File: src/debounce_pkg.sv
package debounce_pkg;

    // ------------------------------------------------------------
    // Timing
    // ------------------------------------------------------------
    localparam int unsigned CLK_HZ         = 10_000_000;
    localparam int unsigned QUAL_TIME_MS   = 40;
    localparam int unsigned QUAL_CYCLES    = (CLK_HZ / 1000) * QUAL_TIME_MS;
    localparam int unsigned CHANNELS_DFLT  = 8;

    // ------------------------------------------------------------
    // Reset values
    // ------------------------------------------------------------
    localparam logic        NOTICE_IDLE    = 1'b1;

endpackage : debounce_pkg

File: src/switch_debouncer_bank.sv
`timescale 1ns/10ps

// Behaviour
// - Output holds until input stable 40 ms
// - Sample on clock, require fixed sample count
// - Input equals output: restart counter
// - Full count reached: load input to output
// - Notice flag updates with output change
// - Lockout makes outputs follow raw inputs
// - Drive bus only while enable low
// - Notice goes low on debounced change
// - Enable low clears, holds notice high
module switch_debouncer_bank
    import debounce_pkg::*;
#(
    parameter int unsigned CHANNELS    = CHANNELS_DFLT,
    parameter int unsigned QUAL_COUNT  = QUAL_CYCLES
) (
    // Clock and reset
    input  wire logic                clk,
    input  wire logic                srst,
    // Supply monitor
    input  wire logic                uvlo,
    // Switch side
    input  wire logic [CHANNELS-1:0] raw_contact_wires,
    // Bus side
    input  wire logic                enable_n,
    output logic      [CHANNELS-1:0] filtered_levels,
    output logic      [CHANNELS-1:0] filtered_levels_oe,
    output logic                     toggle_notice_n
);

    // ------------------------------------------------------------
    // Local sizes
    // ------------------------------------------------------------
    // Enough bits to hold the full qualification count
    localparam int unsigned   CW       = $clog2(QUAL_COUNT + 1);
    localparam logic [CW-1:0] CNT_LAST = CW'(QUAL_COUNT - 1);

    // ------------------------------------------------------------
    // Shared state
    // ------------------------------------------------------------
    logic [CHANNELS-1:0] level_q;
    logic [CHANNELS-1:0] change;
    logic                notice_q;

    // ------------------------------------------------------------
    // Per-channel qualification
    // ------------------------------------------------------------
    for (genvar i = 0; i < CHANNELS; i++) begin : g_ch
        logic [CW-1:0] cnt_q;
        logic          match;
        logic [CW-1:0] run_q;

        // Equal input and output means nothing to qualify
        assign match     = (raw_contact_wires[i] == level_q[i]);
        assign change[i] = !uvlo && !match && (cnt_q == CNT_LAST);

        // --------------------------------------------------------
        // Qualification counter
        // --------------------------------------------------------
        // Restarts after a load, so a new level must hold a full run again
        always_ff @(posedge clk) begin
            if (srst || uvlo) begin
                cnt_q <= '0;
            end else if (match) begin
                cnt_q <= '0;
            end else if (cnt_q == CNT_LAST) begin
                cnt_q <= '0;
            end else begin
                cnt_q <= cnt_q + 1'b1;
            end
        end

        // --------------------------------------------------------
        // Output flip-flop
        // --------------------------------------------------------
        // Lockout keeps the output transparent, so power-up shows no stale level
        always_ff @(posedge clk) begin
            if (srst) begin
                level_q[i] <= 1'b0;
            end else if (uvlo) begin
                level_q[i] <= raw_contact_wires[i];
            end else if (change[i]) begin
                level_q[i] <= raw_contact_wires[i];
            end
        end

        // --------------------------------------------------------
        // Checker helper: run of differing samples
        // --------------------------------------------------------
        // Kept apart from cnt_q so a broken counter cannot hide itself
        always_ff @(posedge clk) begin
            if (srst || uvlo) begin
                run_q <= '0;
            end else if (match) begin
                run_q <= '0;
            end else if (run_q == CNT_LAST) begin
                run_q <= '0;
            end else begin
                run_q <= run_q + 1'b1;
            end
        end

        // --------------------------------------------------------
        // Channel checks
        // --------------------------------------------------------
        a_hold_stable: assert property (@(posedge clk) disable iff (srst)
            !$past(srst) && !$past(uvlo) && $changed(level_q[i]) |-> $past(cnt_q) == CNT_LAST)
            else $error("Output changed before full qualification");

        a_cnt_restart: assert property (@(posedge clk) disable iff (srst)
            !uvlo && raw_contact_wires[i] == level_q[i] |=> cnt_q == '0)
            else $error("Counter not cleared on equal input");

        a_cnt_load: assert property (@(posedge clk) disable iff (srst)
            change[i] |=> level_q[i] == $past(raw_contact_wires[i]))
            else $error("Qualified level not loaded");

        a_uvlo_follow: assert property (@(posedge clk) disable iff (srst)
            uvlo |=> level_q[i] == $past(raw_contact_wires[i]) && cnt_q == '0)
            else $error("Lockout not transparent");

        a_no_early: assert property (@(posedge clk) disable iff (srst)
            change[i] |-> run_q == CNT_LAST)
            else $error("Change flagged before full run");

        a_run_loads: assert property (@(posedge clk) disable iff (srst)
            !uvlo && !match && run_q == CNT_LAST |-> change[i])
            else $error("Full run did not load output");

        a_cnt_bound: assert property (@(posedge clk) disable iff (srst)
            cnt_q <= CNT_LAST)
            else $error("Counter ran past last sample");

        a_cnt_step: assert property (@(posedge clk) disable iff (srst)
            !uvlo && !match && cnt_q != CNT_LAST |=> cnt_q == $past(cnt_q) + 1'b1)
            else $error("Counter skipped a sample");

        a_rise_full: assert property (@(posedge clk) disable iff (srst)
            !$past(srst) && !$past(uvlo) && $rose(level_q[i]) |-> $past(run_q) == CNT_LAST)
            else $error("Closing bounce passed early");

        a_fall_full: assert property (@(posedge clk) disable iff (srst)
            !$past(srst) && !$past(uvlo) && $fell(level_q[i]) |-> $past(run_q) == CNT_LAST)
            else $error("Opening bounce passed early");

        a_level_source: assert property (@(posedge clk) disable iff (srst)
            !$past(srst) && $changed(level_q[i]) |-> level_q[i] == $past(raw_contact_wires[i]))
            else $error("Output took a level not seen at input");

        a_uvlo_exit: assert property (@(posedge clk) disable iff (srst)
            !$past(srst) && $fell(uvlo) |-> level_q[i] == $past(raw_contact_wires[i]) && cnt_q == '0)
            else $error("Lockout exit not aligned to input");
    end

    // ------------------------------------------------------------
    // Change notice; enable low wins over a new change
    // ------------------------------------------------------------
    // A change that meets enable low is dropped, not held for later
    // Lockout clears it too, so power-up never reports a change
    always_ff @(posedge clk) begin
        if (srst || uvlo || !enable_n) begin
            notice_q <= NOTICE_IDLE;
        end else if (|change) begin
            notice_q <= 1'b0;
        end
    end

    // ------------------------------------------------------------
    // Bus side
    // ------------------------------------------------------------
    // Pads sit outside; oe tells them when to drive
    // Tied-low enable means notice never reported
    assign toggle_notice_n    = notice_q;
    assign filtered_levels    = level_q;
    assign filtered_levels_oe = {CHANNELS{!enable_n}};

    // ------------------------------------------------------------
    // Notice and bus checks
    // ------------------------------------------------------------
    a_notice_set: assert property (@(posedge clk) disable iff (srst)
        enable_n && !uvlo && (|change) |=> !toggle_notice_n)
        else $error("Notice missed output change");

    a_notice_cause: assert property (@(posedge clk) disable iff (srst)
        $fell(toggle_notice_n) |-> $past(|change))
        else $error("Notice fell without qualified change");

    a_notice_clear: assert property (@(posedge clk) disable iff (srst)
        !enable_n |=> toggle_notice_n)
        else $error("Notice not held high under enable");

    a_bus_drive: assert property (@(posedge clk) disable iff (srst)
        filtered_levels_oe == {CHANNELS{!enable_n}})
        else $error("Bus drive not following enable");

    a_notice_stand: assert property (@(posedge clk) disable iff (srst)
        !toggle_notice_n && enable_n && !uvlo |=> !toggle_notice_n)
        else $error("Notice released without enable");

    a_enable_wins: assert property (@(posedge clk) disable iff (srst)
        !enable_n && (|change) |=> toggle_notice_n)
        else $error("Change latched under enable");

    a_enable_holds: assert property (@(posedge clk) disable iff (srst)
        !$past(enable_n) && !enable_n |-> toggle_notice_n)
        else $error("Notice low while enable stays low");

    a_notice_quiet: assert property (@(posedge clk) disable iff (srst)
        toggle_notice_n && !(|change) |=> toggle_notice_n)
        else $error("Notice fell with no change");

    a_level_quiet: assert property (@(posedge clk) disable iff (srst)
        !uvlo && !(|change) |=> $stable(filtered_levels))
        else $error("Output moved without qualification");

    a_change_gated: assert property (@(posedge clk) disable iff (srst)
        uvlo |-> !(|change))
        else $error("Qualified change during lockout");

    a_notice_lockout: assert property (@(posedge clk) disable iff (srst)
        uvlo |=> toggle_notice_n)
        else $error("Notice raised by lockout");

endmodule : switch_debouncer_bank

File: config.mk
export PLATFORM = sky130hd
export DESIGN_NAME = switch_debouncer_bank
export DESIGN_NICKNAME = d
export VERILOG_FILES = /design/src/debounce_pkg.sv /design/src/switch_debouncer_bank.sv
export SDC_FILE = /design/constraint.sdc
export NUM_CORES = 1
export LEC_CHECK = 0
export BUFFER_PORTS_ARGS = -buffer_cell sky130_fd_sc_hd__buf_2
export CAP_MARGIN = 20
export CORE_ASPECT_RATIO = 1.75
export CORE_MARGIN = 2
export CORE_UTILIZATION = 61
export CTS_BUF_LIST = sky130_fd_sc_hd__clkbuf_8
export DETAILED_ROUTE_END_ITERATION = 7
export GPL_TIMING_DRIVEN = 0
export PLACE_DENSITY = 0.88
export SYNTH_ARGS = -nofsm -noshare
export SYNTH_HDL_FRONTEND = slang
export SYNTH_SLANG_ARGS = --single-unit
File: constraint.sdc
create_clock -name clk -period 2.9 [get_ports clk]
set_input_delay 0.29 -clock clk [delete_from_list [all_inputs] [get_ports clk]]
set_output_delay 0.29 -clock clk [all_outputs]
set_load 0.02 [all_outputs]
==> out/metrics.cfg <==
[run_status]
status=complete, no violations

[clock_tree]
numClockSinks=161
clkSlewWorstSetupHoldPaths_ns=0.09
cts_root_buf=clkbuf_8
htree_levels=4
cts_buffers=17
hold_buffers=0
clock_latency_ns=0.46
cts_setup_buffers=0
cts_resized=0
cts_tree=done
clockBufferDepth=2

[synthesis]
synthCells=804
syn_area_um2=7190
ys_seq_area_share_pct=44.8
ys_warn_count=0
netlist-cell-type-count=53
avgSynthCellArea_um2=8.94
synth_nets=824
synth-seq-cells=161

[sta]
worst_slew_pin_slew_ns=0.711
whs_ns=0.0997
fin_skew_ns=0.0133
relSlewSlack_pct=52.2
finalSetupViolCount=0
rsz0062_at_grt=no
maxSlewViolCount=0
hold_violations=0
setup_ws_ns=0.884
fin_crit_ns=2.02
fmax_mhz=496
finalSetupTns_ns=0
layout_worst_path_cycle_share_pct=69.5

[worst_setup_path]
endpoint_kind=flop
crit_fanout=10
cp_data_arrival_time_ns=2.35
start_kind=flop
crit_required_ns=3.23
worstSetupPathType=flop to flop

[power_and_ir_drop]
p_int_w=0.00327
leakagePower_nw=2.70
comb_power_share_pct=3.5
power.density_nw_per_um2=535
p_total_w=0.00426
clkPwrFrac_pct=44.0
swShare_pct=23.2
p_sw_w=0.000989
ir_worst_vdd_uv=375
p_seq_share_pct=52.5

[die]
row_count=52
ioPinCount=29
initial_core_util_pct=62.4
dieHeight_um=148
dieArea_um2=12700
fp.coreArea_um2=11500
die_x_um=86.1

[global_routing]
grt_start_max_net_pins=17
grt_pass1_vias=5664
grt_overflow=0
grt_pass1_wl_um=24300
antenna_found_initial=0
grt_usage_pct=23.5

[place]
pre_cts_ws_ns=0.919
hpwl_um=9750
io_buffers=28
place.gp.congestion=0.818

[layout]
layout-drive-gt1-share_pct=11.2
syn_to_final_growth_pct=10.7
final_util_pct=69.1
nNetsFinal=871
nFillCells=837
final_common_cell=nor2_1
insertedDiodeCount=0
mostFrequentLayoutCells=nor2_1 (182), dfxtp_1 (161), xor2_1 (79), xnor2_1 (62), nand3_1 (60)

[route]
ant_nets=0
vias=5652
wl_um=13900
dr.first_iter.drc_count=257
drt_pass1_iterations=5
viasPerCell=5.66
drc=0
wl_per_cell_um=13.9

[job]
max_cap_violations=0

[hold_path]
hp-class=primary input to flop

-- worst max-delay path: stages (launching register included) --
cell	delay (ns)
dfxtp_1	0.41
nand4_1	0.24
nor2_1	0.31
nand4_1	0.19
nand3b_1	0.38
buf_2	0.29
nor2_1	0.07
-- per-layer routing --
metal / wire length (µm) / share of wire, % / up-vias / GRT usage (%)
li1: - / - / 2817 / -
met1: 5450 / 39 / 2695 / 24.6
met2: 7540 / 54 / 108 / 43.1
met3: 543 / 3.9 / 32 / 5.70
met4: 326 / 2.4 / 0 / 10.9
met5: 0 / 0 / - / 0
-- layout make-up --
type	instances	area, µm²	area share, %
Tap cell	135	169	2.12
Clock inverter	14	214	2.69
Sequential cell	161	3220	40.5
Inverter	15	56.3	0.707
Buffer	23	184	2.31
Clock buffer	18	248	3.11
Timing Repair Buffer	28	140	1.76
Multi-Input combinational cell	605	3730	46.8
-- Yosys cell counts, drive strengths merged --
master,count,area (µm²)
nand3,61,318
xnor2,62,543
nand4b,3,26.3
a2111o,1,11.3
a21oi,9,45.0
nand3b,4,33.8
o2111ai,1,8.76
nand2,47,179
ha,8,100
a41oi,1,8.76
and4bb,1,12.5
nor2,185,702
or2b,1,7.51
nand2b,5,31.3
a211o,2,17.5
a32oi,1,8.76
and3,23,149
nand4,26,163
nand4bb,4,45.0
dfxtp,161,3220
o211ai,2,15.0
a31oi,2,12.5
nor3,17,90.1
and2,3,18.8
clkbuf,3,12.5
or2,2,12.5
nor2b,4,25.0
nor4bb,2,20.0
or4b,4,43.8
or4,3,22.5
o21ai,2,10.0
mux2i,8,80.1
xor2,79,692
nor4,17,155
buf,20,171
inv,15,56.3
and4,9,78.8
nor4b,1,8.76
or3,5,31.3
-- flip-flops by register name, indices dropped and copies added (netlist names) --
name             cells
g_ch.cnt_q         152
filtered_levels      8
toggle_notice_n      1
-- power by group through the flow --
stage                     combinational (W)  sequential (W)  clock, W
final                              0.000151         0.00224   0.00187
after global routing               0.000166         0.00224   0.00200
after CTS                          0.000152         0.00224   0.00190
after detailed placement           0.000151         0.00229         0
after global placement             0.000148         0.00229         0
after floorplan                   0.0000979         0.00229         0
-- logic make-up after synthesis --
family                     Yosys count  share of synthesized area, %
and+or+nand+nor                    427                          30.2
adders and majority gates            8                          1.39
buffers and inverters               38                          3.34
muxes                                8                          1.11
xor gates and xnor gates           141                          17.2
AOI/OAI and AO/OA                   21                          1.91
DFF                                161                          44.8
-- per-stage QoR --
step	instance area [µm²]	instances
after CTS	7960	999
after global placement	7500	967
after detailed placement	7500	967
after global routing	7960	999
final	7960	999
after floorplan	7190	804
-- final timing paths --
kind | cells past startpoint | endpoint | from | slack [ns]
min reg2reg | 1 | g_ch[5].cnt_q[0]$_SDFF_PP0_ | g_ch[5].cnt_q[0]$_SDFF_PP0_ | 0.45
max reg2reg | 6 | g_ch[5].cnt_q[12]$_SDFF_PP0_ | g_ch[5].cnt_q[3]$_SDFF_PP0_ | 0.88
max | 6 | g_ch[5].cnt_q[12]$_SDFF_PP0_ | g_ch[5].cnt_q[3]$_SDFF_PP0_ | 0.88
min | 3 | filtered_levels[5]$_SDFFE_PP0P_ | raw_contact_wires[5] | 0.1
No activity file was read; power rests on OpenSTA's default activity.
